**src/verilog/alu_exec_pkg.sv**
```systemverilog
// shared types and constants for the core execution datapath
package alu_exec_pkg;

  // ==========================================================
  // operation codes issued by the decoder
  typedef enum logic [4:0] {
    OP_NOP, OP_ADD, OP_ADC, OP_WADD, OP_SUB, OP_SBC, OP_WSUB,
    OP_AND, OP_OR, OP_XOR, OP_SETB, OP_CLRB, OP_TEST,
    OP_MULU, OP_SIGNED_PRODUCT, OP_MIXED_SIGN_PRODUCT, OP_FMULU, OP_FRACTIONAL_SIGNED_PRODUCT, OP_FRACTIONAL_MIXED_PRODUCT,
    OP_RELATIVE_SUBROUTINE_CALL, OP_INDIRECT_JUMP_VIA_POINTER, OP_INDIRECT_SUBROUTINE_CALL, OP_COMPARE_AND_SKIP_EQUAL
  } op_t;

  // ==========================================================
  // status flag positions in the status byte
  localparam int FLAG_C = 0;
  localparam int FLAG_Z = 1;
  localparam int FLAG_N = 2;
  localparam int FLAG_V = 3;
  localparam int FLAG_S = 4;
  localparam int FLAG_H = 5;
  localparam logic [7:0] FLAGS_RESET = 8'h00;
  localparam logic [15:0] PC_RESET   = 16'h0000;

  // ==========================================================
  // cycle counts per instruction class
  localparam logic [1:0] CYC_WORD = 2'h2;
  localparam logic [1:0] CYC_MUL  = 2'h2;
  localparam logic [1:0] CYC_JMP  = 2'h2;
  localparam logic [1:0] CYC_CALL = 2'h3;
  localparam logic [15:0] PC_STEP = 16'h0001;

  // ==========================================================
  // request from decoder and register file
  typedef struct packed {
    op_t         op;
    logic [7:0]  rd;      // destination operand
    logic [7:0]  rr;      // source register operand
    logic [7:0]  imm;     // immediate constant or mask
    logic        use_imm; // take imm instead of rr for add, subtract, and, or
    logic [15:0] word;    // register pair, or pointer pair
    logic [11:0] offset;  // signed relative call offset
    logic        next_two_words; // skipped instruction length
  } exec_req_t;

  // results written back
  typedef struct packed {
    logic        byte_we;
    logic [7:0]  byte_val;
    logic        word_we;  // register pair or product pair
    logic        prod;     // word target is the product pair
    logic [15:0] word_val;
    logic        push_we;
    logic [15:0] push_val;
    logic        pc_we;
    logic [15:0] pc_val;
  } exec_res_t;

endpackage : alu_exec_pkg

```
**src/verilog/core_alu_branch_exec.sv**
```systemverilog
// execution datapath: byte/word arithmetic, logic, multiply, flow
`timescale 1ns/1ns

module core_alu_branch_exec (
  input  wire logic                    clock,
  input  wire logic                    rst_n,
  input  wire logic                    req_valid,
  input  wire alu_exec_pkg::exec_req_t req,
  output logic                         req_ready,
  output alu_exec_pkg::exec_res_t      res,
  output logic                         res_valid,
  output logic [7:0]                   flags,
  output logic [15:0]                  pc
);

  // ==========================================================
  // operand selection and byte arithmetic
  logic        take;
  logic [7:0]  opnd;
  logic        cin;
  logic        is_sub;
  logic [8:0]  sum9;
  logic [4:0]  half5;
  logic [7:0]  lres;
  logic        logic_op;
  logic        arith_op;
  logic [7:0]  flags_ff;
  logic [15:0] pc_ff;

  assign take     = req_valid && req_ready;
  assign opnd     = req.use_imm ? req.imm : req.rr;
  assign cin      = (req.op == alu_exec_pkg::OP_ADC
                  || req.op == alu_exec_pkg::OP_SBC) ? flags_ff[0] : 1'b0;
  assign is_sub   = req.op == alu_exec_pkg::OP_SUB
                  || req.op == alu_exec_pkg::OP_SBC;
  // add and subtract each form sum9; on subtract bit 8 is the borrow itself, not inverted
  assign sum9  = is_sub ? ({1'b0, req.rd} - {1'b0, opnd} - {8'h00, cin})
                        : ({1'b0, req.rd} + {1'b0, opnd}
                           + {8'h00, cin});
  assign half5 = is_sub ? ({1'b0, req.rd[3:0]} - {1'b0, opnd[3:0]}
                           - {4'h0, cin})
                        : ({1'b0, req.rd[3:0]} + {1'b0, opnd[3:0]}
                           + {4'h0, cin});
  assign arith_op = req.op inside {alu_exec_pkg::OP_ADD,
                    alu_exec_pkg::OP_ADC, alu_exec_pkg::OP_SUB,
                    alu_exec_pkg::OP_SBC};
  assign logic_op = req.op inside {alu_exec_pkg::OP_AND,
                    alu_exec_pkg::OP_OR, alu_exec_pkg::OP_XOR,
                    alu_exec_pkg::OP_SETB, alu_exec_pkg::OP_CLRB,
                    alu_exec_pkg::OP_TEST};

  // logic unit; clear uses the mask's inverse 0xFF minus mask
  always_comb begin
    case (req.op)
      alu_exec_pkg::OP_AND:  lres = req.rd & opnd;
      alu_exec_pkg::OP_OR:   lres = req.rd | opnd;
      alu_exec_pkg::OP_XOR:  lres = req.rd ^ req.rr;
      alu_exec_pkg::OP_SETB: lres = req.rd | req.imm;
      alu_exec_pkg::OP_CLRB: lres = req.rd & (8'hFF - req.imm);
      alu_exec_pkg::OP_TEST: lres = req.rd & req.rd;
      default:               lres = req.rd;
    endcase
  end

  // byte overflow from operand and result signs
  logic        byte_v;
  assign byte_v = is_sub
    ? (req.rd[7] & ~opnd[7] & ~sum9[7]) | (~req.rd[7] & opnd[7] & sum9[7])
    : (req.rd[7] & opnd[7] & ~sum9[7]) | (~req.rd[7] & ~opnd[7] & sum9[7]);

  // ==========================================================
  // word and multiply results, computed at acceptance and held for the second cycle
  logic        is_word;
  logic        is_mul;
  logic        is_frac;
  logic        a_sgn;
  logic        b_sgn;
  logic [16:0] wsum;
  logic [31:0] prod_full;
  logic [15:0] prod_raw;

  assign is_word = req.op == alu_exec_pkg::OP_WADD
                || req.op == alu_exec_pkg::OP_WSUB;
  assign is_mul  = req.op inside {alu_exec_pkg::OP_MULU,
                   alu_exec_pkg::OP_SIGNED_PRODUCT, alu_exec_pkg::OP_MIXED_SIGN_PRODUCT,
                   alu_exec_pkg::OP_FMULU, alu_exec_pkg::OP_FRACTIONAL_SIGNED_PRODUCT,
                   alu_exec_pkg::OP_FRACTIONAL_MIXED_PRODUCT};
  assign is_frac = req.op inside {alu_exec_pkg::OP_FMULU,
                   alu_exec_pkg::OP_FRACTIONAL_SIGNED_PRODUCT, alu_exec_pkg::OP_FRACTIONAL_MIXED_PRODUCT};
  assign a_sgn   = req.op inside {alu_exec_pkg::OP_SIGNED_PRODUCT,
                   alu_exec_pkg::OP_MIXED_SIGN_PRODUCT, alu_exec_pkg::OP_FRACTIONAL_SIGNED_PRODUCT,
                   alu_exec_pkg::OP_FRACTIONAL_MIXED_PRODUCT};
  assign b_sgn   = req.op == alu_exec_pkg::OP_SIGNED_PRODUCT
                || req.op == alu_exec_pkg::OP_FRACTIONAL_SIGNED_PRODUCT;
  assign wsum = (req.op == alu_exec_pkg::OP_WSUB)
              ? {1'b0, req.word} - {9'h000, req.imm}
              : {1'b0, req.word} + {9'h000, req.imm};
  // sign-extend each factor per variant, keep low 16 bits
  assign prod_full = {{24{a_sgn & req.rd[7]}}, req.rd}
                   * {{24{b_sgn & req.rr[7]}}, req.rr};
  assign prod_raw  = prod_full[15:0];

  // ==========================================================
  // flow control targets
  logic [15:0] pc_next;
  logic [15:0] rel_target;
  logic        equal;

  assign pc_next    = pc_ff + alu_exec_pkg::PC_STEP;
  assign rel_target = pc_ff + {{4{req.offset[11]}}, req.offset}
                    + alu_exec_pkg::PC_STEP;
  assign equal      = req.rd == req.rr;

  // ==========================================================
  // sequencer: holds off the decoder for multi-cycle work
  typedef enum logic [1:0] {ST_IDLE, ST_BUSY} st_t;
  st_t         st_ff;
  st_t         nxt_st;
  logic [1:0]  cnt_ff;
  logic [1:0]  nxt_cnt;
  logic [1:0]  cyc;
  logic [7:0]  nxt_flags;
  logic [15:0] nxt_pc;
  alu_exec_pkg::exec_res_t res_ff;
  alu_exec_pkg::exec_res_t nxt_res;
  alu_exec_pkg::exec_res_t pend_ff;
  alu_exec_pkg::exec_res_t nxt_pend;
  logic [7:0]  pend_flags_ff;
  logic [7:0]  nxt_pend_flags;
  logic        res_valid_ff;
  logic        nxt_res_valid;

  assign req_ready = (st_ff == ST_IDLE);

  // cycles needed by the incoming instruction
  always_comb begin
    cyc = 2'h1;
    if (is_word) cyc = alu_exec_pkg::CYC_WORD;
    else if (is_mul) cyc = alu_exec_pkg::CYC_MUL;
    else if (req.op == alu_exec_pkg::OP_INDIRECT_JUMP_VIA_POINTER) cyc = alu_exec_pkg::CYC_JMP;
    else if (req.op == alu_exec_pkg::OP_RELATIVE_SUBROUTINE_CALL
          || req.op == alu_exec_pkg::OP_INDIRECT_SUBROUTINE_CALL) cyc = alu_exec_pkg::CYC_CALL;
    else if (req.op == alu_exec_pkg::OP_COMPARE_AND_SKIP_EQUAL && equal)
      cyc = req.next_two_words ? 2'h3 : 2'h2;
  end

  // result and flags are computed at acceptance, released at the end
  always_comb begin
    nxt_pend       = '0;
    nxt_pend_flags = flags_ff;
    nxt_pend.pc_we = 1'b1;
    nxt_pend.pc_val = pc_next;
    if (arith_op) begin
      nxt_pend.byte_we  = 1'b1;
      nxt_pend.byte_val = sum9[7:0];
      nxt_pend_flags[alu_exec_pkg::FLAG_C] = sum9[8];
      nxt_pend_flags[alu_exec_pkg::FLAG_Z] = sum9[7:0] == 8'h00;
      nxt_pend_flags[alu_exec_pkg::FLAG_N] = sum9[7];
      nxt_pend_flags[alu_exec_pkg::FLAG_V] = byte_v;
      nxt_pend_flags[alu_exec_pkg::FLAG_H] = half5[4];
    end else if (logic_op) begin
      // carry and half-carry stay as they were
      nxt_pend.byte_we  = req.op != alu_exec_pkg::OP_TEST;
      nxt_pend.byte_val = lres;
      nxt_pend_flags[alu_exec_pkg::FLAG_Z] = lres == 8'h00;
      nxt_pend_flags[alu_exec_pkg::FLAG_N] = lres[7];
      nxt_pend_flags[alu_exec_pkg::FLAG_V] = 1'b0;
    end else if (is_word) begin
      nxt_pend.word_we  = 1'b1;
      nxt_pend.word_val = wsum[15:0];
      nxt_pend_flags[alu_exec_pkg::FLAG_C] = wsum[16];
      nxt_pend_flags[alu_exec_pkg::FLAG_Z] = wsum[15:0] == 16'h0000;
      nxt_pend_flags[alu_exec_pkg::FLAG_N] = wsum[15];
      nxt_pend_flags[alu_exec_pkg::FLAG_V] =
        (req.op == alu_exec_pkg::OP_WSUB) ? (req.word[15] & ~wsum[15])
                                          : (~req.word[15] & wsum[15]);
      nxt_pend_flags[alu_exec_pkg::FLAG_S] = wsum[15]
        ^ ((req.op == alu_exec_pkg::OP_WSUB) ? (req.word[15] & ~wsum[15])
                                             : (~req.word[15] & wsum[15]));
    end else if (is_mul) begin
      nxt_pend.word_we  = 1'b1;
      nxt_pend.prod     = 1'b1;
      nxt_pend.word_val = is_frac ? {prod_raw[14:0], 1'b0}
                                  : prod_raw;
      nxt_pend_flags[alu_exec_pkg::FLAG_C] = prod_raw[15];
      nxt_pend_flags[alu_exec_pkg::FLAG_Z] =
        (is_frac ? {prod_raw[14:0], 1'b0} : prod_raw) == 16'h0000;
    end else if (req.op == alu_exec_pkg::OP_INDIRECT_JUMP_VIA_POINTER) begin
      nxt_pend.pc_val = req.word;
    end else if (req.op == alu_exec_pkg::OP_RELATIVE_SUBROUTINE_CALL
              || req.op == alu_exec_pkg::OP_INDIRECT_SUBROUTINE_CALL) begin
      nxt_pend.push_we  = 1'b1;
      nxt_pend.push_val = pc_next;
      nxt_pend.pc_val   = (req.op == alu_exec_pkg::OP_INDIRECT_SUBROUTINE_CALL)
                        ? req.word : rel_target;
    end else if (req.op == alu_exec_pkg::OP_COMPARE_AND_SKIP_EQUAL && equal) begin
      nxt_pend.pc_val = pc_ff + {14'h0000, cyc};
    end
  end

  // sequencing: single-cycle ops retire now, others after count
  always_comb begin
    nxt_st        = st_ff;
    nxt_cnt       = cnt_ff;
    nxt_res       = res_ff;
    nxt_res_valid = 1'b0;
    nxt_flags     = flags_ff;
    nxt_pc        = pc_ff;
    case (st_ff)
      ST_IDLE: begin
        if (take && cyc == 2'h1) begin
          nxt_res       = nxt_pend;
          nxt_res_valid = 1'b1;
          nxt_flags     = nxt_pend_flags;
          nxt_pc        = nxt_pend.pc_val;
        end else if (take) begin
          nxt_st  = ST_BUSY;
          nxt_cnt = cyc - 2'h2;
        end
      end
      ST_BUSY: begin
        if (cnt_ff == 2'h0) begin
          nxt_st        = ST_IDLE;
          nxt_res       = pend_ff;
          nxt_res_valid = 1'b1;
          nxt_flags     = pend_flags_ff;
          nxt_pc        = pend_ff.pc_val;
        end else begin
          nxt_cnt = cnt_ff - 2'h1;
        end
      end
      default: nxt_st = ST_IDLE;
    endcase
  end

  // state registers
  always_ff @(posedge clock or negedge rst_n) begin
    if (!rst_n) begin
      st_ff         <= ST_IDLE;
      cnt_ff        <= 2'h0;
      flags_ff      <= alu_exec_pkg::FLAGS_RESET;
      pc_ff         <= alu_exec_pkg::PC_RESET;
      res_ff        <= '0;
      res_valid_ff  <= 1'b0;
      pend_ff       <= '0;
      pend_flags_ff <= alu_exec_pkg::FLAGS_RESET;
    end else begin
      st_ff         <= nxt_st;
      cnt_ff        <= nxt_cnt;
      flags_ff      <= nxt_flags;
      pc_ff         <= nxt_pc;
      res_ff        <= nxt_res;
      res_valid_ff  <= nxt_res_valid;
      if (take) pend_ff <= nxt_pend;
      if (take) pend_flags_ff <= nxt_pend_flags;
    end
  end

  assign res       = res_ff;
  assign res_valid = res_valid_ff;
  assign flags     = flags_ff;
  assign pc        = pc_ff;
endmodule : core_alu_branch_exec

```
**config.mk**
```make
export PLATFORM = sky130hd
export DESIGN_NAME = core_alu_branch_exec
export DESIGN_NICKNAME = d
export VERILOG_FILES = /design/src/verilog/alu_exec_pkg.sv /design/src/verilog/core_alu_branch_exec.sv
export SDC_FILE = /design/constraint.sdc
export NUM_CORES = 1
export LEC_CHECK = 0
export BUFFER_PORTS_ARGS = -buffer_cell sky130_fd_sc_hd__buf_2
export CAP_MARGIN = 30
export CORE_MARGIN = 2
export CORE_UTILIZATION = 55
export DETAILED_ROUTE_END_ITERATION = 10
export PLACE_DENSITY_LB_ADDON = 0.12
export SLEW_MARGIN = 15
export SYNTH_ARGS = -nofsm -noshare
export SYNTH_HDL_FRONTEND = slang
export SYNTH_SLANG_ARGS = --single-unit
```
**constraint.sdc**
```tcl
create_clock -name clock -period 7.2 [get_ports clock]
set_clock_uncertainty 0.2 [all_clocks]
set_input_delay 0.72 -clock clock [delete_from_list [all_inputs] [get_ports clock]]
set_output_delay 0.72 -clock clock [all_outputs]
set_load 0.03 [all_outputs]
```
# Yosys cells after proc, flatten, opt, wreduce, memory -nomap -nowiden
# Cells that the tools add are included.
dict set report totals {
  register_bits 159
  latchBits 0
  mem_bits_rw 0
  rom_bits 0
  in_bits 62
  output_inout_bits 87
  elab_cells 189
  memories 0
}
dict set report classes {
  n_addsub 17
  n_mul 1
  n_div 0
  magnitude_cmp 0
  n_eq_ne 31
  shift 0
  mux 64
  bitwise 27
  reduce_logical 24
}
# cell n
set ops {}
lappend ops {{2-to-1 mux 16 bit} 12}
lappend ops {{2-to-1 mux 61 bit} 2}
lappend ops {{case mux 61 bit (2 select lines)} 1}
lappend ops {{2-to-1 mux 17 bit} 5}
lappend ops {{2-to-1 mux 35 bit} 2}
lappend ops {{case mux 8 bit (6 select lines)} 1}
lappend ops {{== test 5 x 4 -> 1 bit (second input constant)} 8}
lappend ops {{== test 5 bit (second input constant)} 7}
lappend ops {{adder 16 x 1 -> 16 bit (second input constant)} 2}
lappend ops {{zero test 16 bit} 2}
lappend ops {{case mux 16 bit (2 select lines)} 1}
lappend ops {{2-to-1 mux 9 bit} 3}
lappend ops {{2-to-1 mux 2 bit} 13}
lappend ops {{AND 8 bit} 3}
lappend ops {{== test 5 x 3 -> 1 bit (second input constant)} 4}
lappend ops {{2-to-1 mux 18 bit} 1}
lappend ops {{adder 16 x 8 -> 17 bit} 1}
lappend ops {{subtractor 16 x 8 -> 17 bit} 1}
lappend ops {{adder 16 bit} 1}
lappend ops {{adder 16 x 2 -> 16 bit} 1}
lappend ops {{zero test 8 bit} 2}
lappend ops {{multiplier 9 x 9 -> 16 bit} 1}
lappend ops {{2-to-1 mux 8 bit} 2}
lappend ops {{bitwise OR 8 bit} 2}
lappend ops {{40 further kinds} 86}

# Longest topological paths before layout
dict set report depth {
  depth_word 17
  depth_mapped 25
  mapped_depth_nobuf 22
}

# Worst setup path after synthesis
# No wires, ideal clock.
dict set report synth_timing {
  kind {input-to-reg}
  from {in req[55] (netlist name)}
  to {reg flags_ff[1], in the netlist flags[1]}
  arrival_time_ns 6.250
  required_ns 6.923
  slack_ns 0.673
  stages 25
  path_cell_list {buf_4 > buf_4 > nor2b_1 > clkbuf_1 > nand2_1 > o21ai_0 > nand3_1 > fa_1 > fa_1 > inv_1 > fa_1 > fa_1 > inv_1 > fa_1 > inv_1 > ha_1 > o21ai_0 > nor2_1 > o31a_1 > a2111oi_0 > o21bai_1 > xnor2_1 > nand4_1 > o31a_1 > a21oi_1}
}
dict set report synth_via {
  elab_chain_cells 12
  word_cells_on_any_way 62
}
# element line_no
set synth_lines {}
lappend synth_lines {{start, declared} core_alu_branch_exec.sv:8} ;# input wire alu_exec_pkg::exec_req_t req,
lappend synth_lines {{== test 5 x 4 -> 1 bit, or another cell as far along} {core_alu_branch_exec.sv:84, core_alu_branch_exec.sv:90, core_alu_branch_exec.sv:93}}
lappend synth_lines {{nonzero test 4 bit or logical OR 1 bit (tied branches)} {core_alu_branch_exec.sv:90, core_alu_branch_exec.sv:94}}
lappend synth_lines {{AND 1 bit, on equally long branches} {core_alu_branch_exec.sv:99, core_alu_branch_exec.sv:100}}
lappend synth_lines {{multiplier 9 x 9 -> 16 bit} core_alu_branch_exec.sv:100} ;# * {{24{b_sgn & req.rr[7]}}, req.rr};
lappend synth_lines {{2-to-1 mux 16 bit} core_alu_branch_exec.sv:187} ;# (is_frac ? {prod_raw[14:0], 1'b0} : prod_raw) == 16'h0000;
lappend synth_lines {{zero test 16 bit} core_alu_branch_exec.sv:187}
lappend synth_lines {{2-to-1 mux 2 bit} core_alu_branch_exec.sv:180} ;# end else if (is_mul) begin
lappend synth_lines {{2-to-1 mux 2 bit} core_alu_branch_exec.sv:168} ;# end else if (is_word) begin
lappend synth_lines {{2-to-1 mux 3 bit} core_alu_branch_exec.sv:161} ;# end else if (logic_op) begin
lappend synth_lines {{2-to-1 mux 4 bit} core_alu_branch_exec.sv:153} ;# if (arith_op) begin
lappend synth_lines {{2-to-1 mux 6 bit} core_alu_branch_exec.sv:211} ;# if (take && cyc == 2'h1) begin
lappend synth_lines {{case mux 8 bit (2 select lines)} core_alu_branch_exec.sv:209} ;# case (st_ff)
lappend synth_lines {{end signal, assigned} core_alu_branch_exec.sv:241} ;# flags_ff <= alu_exec_pkg::FLAGS_RESET;
lappend synth_lines {{end signal, assigned} core_alu_branch_exec.sv:250} ;# flags_ff <= nxt_flags;
lappend synth_lines {{end, declared} core_alu_branch_exec.sv:27} ;# logic [7:0] flags_ff;
# Several ways; a longest one is shown, not always the timed one. The select of a mux whose other input is x is not followed.
# A chain may end at the register's enable or synchronous reset.

# Worst setup path after layout
# Same ends and word-level chain as after synthesis.

==> insert_results.sql <==
INSERT INTO impl_metrics (metric_group, metric, value, unit) VALUES
('logic_synthesis', 'syn-mean-instance-area', '8.24', 'um2'),
('timing', 'hold_viol_final', '0', ''),
('setup_path', 'worst-endpoint-arrival', '6.75', 'ns'),
('setup_path', 'setup.worst_path.class', 'primary input to register', ''),
('logic_synthesis', 'cell_type_with_the_largest_total_area_after_synthesis', 'dfrtp_1', ''),
('cts', 'clock_path_buffers', '2', ''),
('setup_path', 'timing.critical_path.required', '7.36', 'ns'),
('pwr', 'vdd.ir_drop.worst', '213', 'uV'),
('cells_and_area', 'multi_input_area', '9190', 'um2'),
('logic_synthesis', 'synthFlopType', 'dfrtp_1', ''),
('place', 'dp.final_hpwl', '32.6', 'mm'),
('timing', 'achievable-frequency', '152', 'MHz'),
('cts', 'htreeDepth', '4', ''),
('place', 'dp_cells', '2056', ''),
('logic_synthesis', 'syn_nets', '1909', ''),
('detailed_routing', 'drt_pre_antenna_iters', '8', ''),
('cells_and_area', 'final_cell_mix', 'nand2_1, buf_2, dfrtp_1, inv_1, nor2_1', ''),
('timing', 'timing.final.ws_setup', '0.606', 'ns'),
('cts', 'cts.repair_timing.setup_buffer_count', '0', ''),
('setup_path', 'worst_setup_path_start_kind', 'primary input', ''),
('global_route', 'grt_start_max_net_pins', '85', ''),
('timing', 'grt_setup_unrepaired', 'false', ''),
('timing', 'worstMarginPinSlew', '0.979', 'ns'),
('detailed_routing', 'postRouteWirelength', '42.8', 'mm'),
('pwr', 'power.leakage', '7.27', 'nW'),
('job', 'timing.max_cap.violations', '0', ''),
('floorplanning', 'die_w', '162', 'um'),
('cts', 'cts_resized', '0', ''),
('cells_and_area', 'layout.nets', '1987', ''),
('global_route', 'antenna_found_initial', '1', ''),
('global_route', 'grt_pass1_vias', '12584', ''),
('floorplanning', 'design.die.area', '26400', 'um2'),
('cells_and_area', 'finish.cell_count_without_fillers', '2091', ''),
('logic_synthesis', 'synth_async_sr_flop_share', '1.00', ''),
('logic_synthesis', 'synth_cells', '1675', ''),
('logic_synthesis', 'synth.area.top_cells', 'dfrtp_1, fa_1, ha_1, nand2_1, o21ai_0', ''),
('pwr', 'power_density', '347', 'nW/um2'),
('min_path', 'worst_min_delay_path_class', 'primary input to async pin', ''),
('logic_synthesis', 'synth.yosys.seq_area_share', '0.258', ''),
('setup_path', 'critPathMaxFanout', '24', ''),
('place', 'place_congestion', '0.955', ''),
('logic_synthesis', 'syn_area', '13800', 'um2'),
('timing', 'finalCritPeriodShare', '0.916', ''),
('cells_and_area', 'drive_above_1_share', '0.138', ''),
('floorplanning', 'initial_util', '0.564', ''),
('logic_synthesis', 'synth-warning-count', '0', ''),
('outcome', 'outcome', 'completed', ''),
('floorplanning', 'rows', '57', ''),
('cts', 'clockRootBuffer', 'clkbuf_16', ''),
('detailed_routing', 'routed_wire_length_per_instance', '20.5', 'um'),
('floorplanning', 'floorplan.core_area', '24500', 'um2'),
('setup_path', 'critical_path.reg2reg.startpoint', 'flags[0]', ''),
('timing', 'finalSetupTns', '0', 'ns'),
('global_route', 'grt-ovfl-total', '0', ''),
('floorplanning', 'chipHeight', '162', 'um'),
('cells_and_area', 'areaGrowthSynthToFinish', '10.4', '%'),
('global_route', 'grt_first_pass_wirelength', '67.6', 'mm'),
('cts', 'cts-buffers-inserted', '17', ''),
('place', 'detailedPlace.worstSlack', '0.135', 'ns'),
('cts', 'clock_sinks', '142', ''),
('cts', 'cts_tree', 'done', ''),
('logic_synthesis', 'yosys_register_bits', '142', ''),
('pwr', 'totalPowerFinal', '5.29', 'mW'),
('logic_synthesis', 'synth_enable_flop_cells', '0', ''),
('timing', 'maxSlewHeadroom', '0.342', ''),
('cts', 'cts.clk_slew.worst_paths', '0.07', 'ns'),
('cells_and_area', 'most_common_cell_after_layout_fill_and_taps_aside', 'nand2_1', ''),
('cells_and_area', 'n_fill_cell', '2211', ''),
('logic_synthesis', 'synth_cell_types', '87', ''),
('global_route', 'globalRouteTotalUtil', '0.333', ''),
('timing', 'minimum_period_implied_by_the_final_worst_setup_slack', '6.59', 'ns');
cell usage after synthesis, types with 22 or more instances:
cell / number
xor2_1: 30
nand3_1: 52
mux2i_1: 30
and2_1: 45
fa_1: 71
ha_1: 101
nand2_1: 241
buf_4: 24
a21oi_1: 97
nor2_1: 122
xnor2_1: 50
o21ai_0: 120
inv_1: 134
dfrtp_1: 142
o21a_1: 23
buf_2: 22
clkbuf_1: 63
flip-flops by register name (all words and copies together) (netlist names):
register / count
pc: 16
cnt_ff: 2
res_valid: 1
st_ff: 1
pend_flags_ff: 8
pend_ff: 61
flags: 8
res: 45
stage by stage:
| stage | hold slack, ns | instance area [um2] | utilization |
|---|---|---|---|
| finish | 0.122 | 15200 | 0.623 |
| detailed placement | 0.233 | 14600 | 0.596 |
| global route | 0.173 | 15200 | 0.623 |
| floorplan | 0.215 | 13800 | - |
| global placement | 0.228 | 14600 | 0.596 |
| CTS | 0.138 | 15200 | 0.621 |
routing by layer:
layer | track usage | share of wire | wire length, um
met5 | 0 | 0 | 0
met4 | 0.170 | 0.054 | 2300
met3 | 0.0463 | 0.064 | 2720
met2 | 0.569 | 0.48 | 20500
met1 | 0.412 | 0.40 | 17200
where the power goes:
part / total (mW) / leakage, nW / switching [mW] / internal (mW)
logic: 3.00 / 5.17 / 1.93 / 1.06
clock network: 0.915 / 0.294 / 0.415 / 0.501
registers: 1.38 / 1.80 / 0.289 / 1.09
total: 5.29 / 7.27 / 2.64 / 2.65
cell families after synthesis:
family                     share of synthesized area
DFF                                            0.258
muxes                                         0.0316
and+or+nand+nor                                0.200
buffers and inverters                         0.0771
AOI/OAI and AO/OA                              0.188
adders and majority gates                      0.195
xor gates and xnor gates                      0.0508
layout make-up:
class,count,area share
Multi-Input combinational cell,1283,0.603
Sequential cell,142,0.233
Timing Repair Buffer,174,0.0631
Inverter,135,0.0333
Clock buffer,17,0.0279
Tap cell,324,0.0266
Clock inverter,15,0.0125
Antenna cell,1,0.000164
how the worst min path moves through the flow:
| stage | end | slack (ns) | depth (start not counted) |
|---|---|---|---|
| after detailed placement | pend_ff[16] | 0.23 | 2 |
| final | pc[10] | 0.12 | 1 |
| after global routing | pc[10] | 0.17 | 1 |
| after floorplan | pend_ff[16] | 0.21 | 2 |
| after global placement | pend_ff[16] | 0.23 | 2 |
| after CTS | pc[10] | 0.14 | 1 |
worst max-delay path, cell delays in order:
cell and delay, ns:
buf_2 0.37, nand2_1 0.15, o32ai_2 0.41, nand2_1 0.22, fa_1 0.55, fa_1 0.51, inv_1 0.05, fa_1 0.48
fa_1 0.54, inv_1 0.05, fa_1 0.49, inv_1 0.04, ha_1 0.32, o21ai_0 0.09, nor2_1 0.09, o31a_1 0.28
a2111oi_0 0.40, o21bai_1 0.14, xnor2_1 0.28, nand4_1 0.13, o31a_1 0.29, a21oi_1 0.14
No activity file was read; power rests on OpenSTA's default activity.
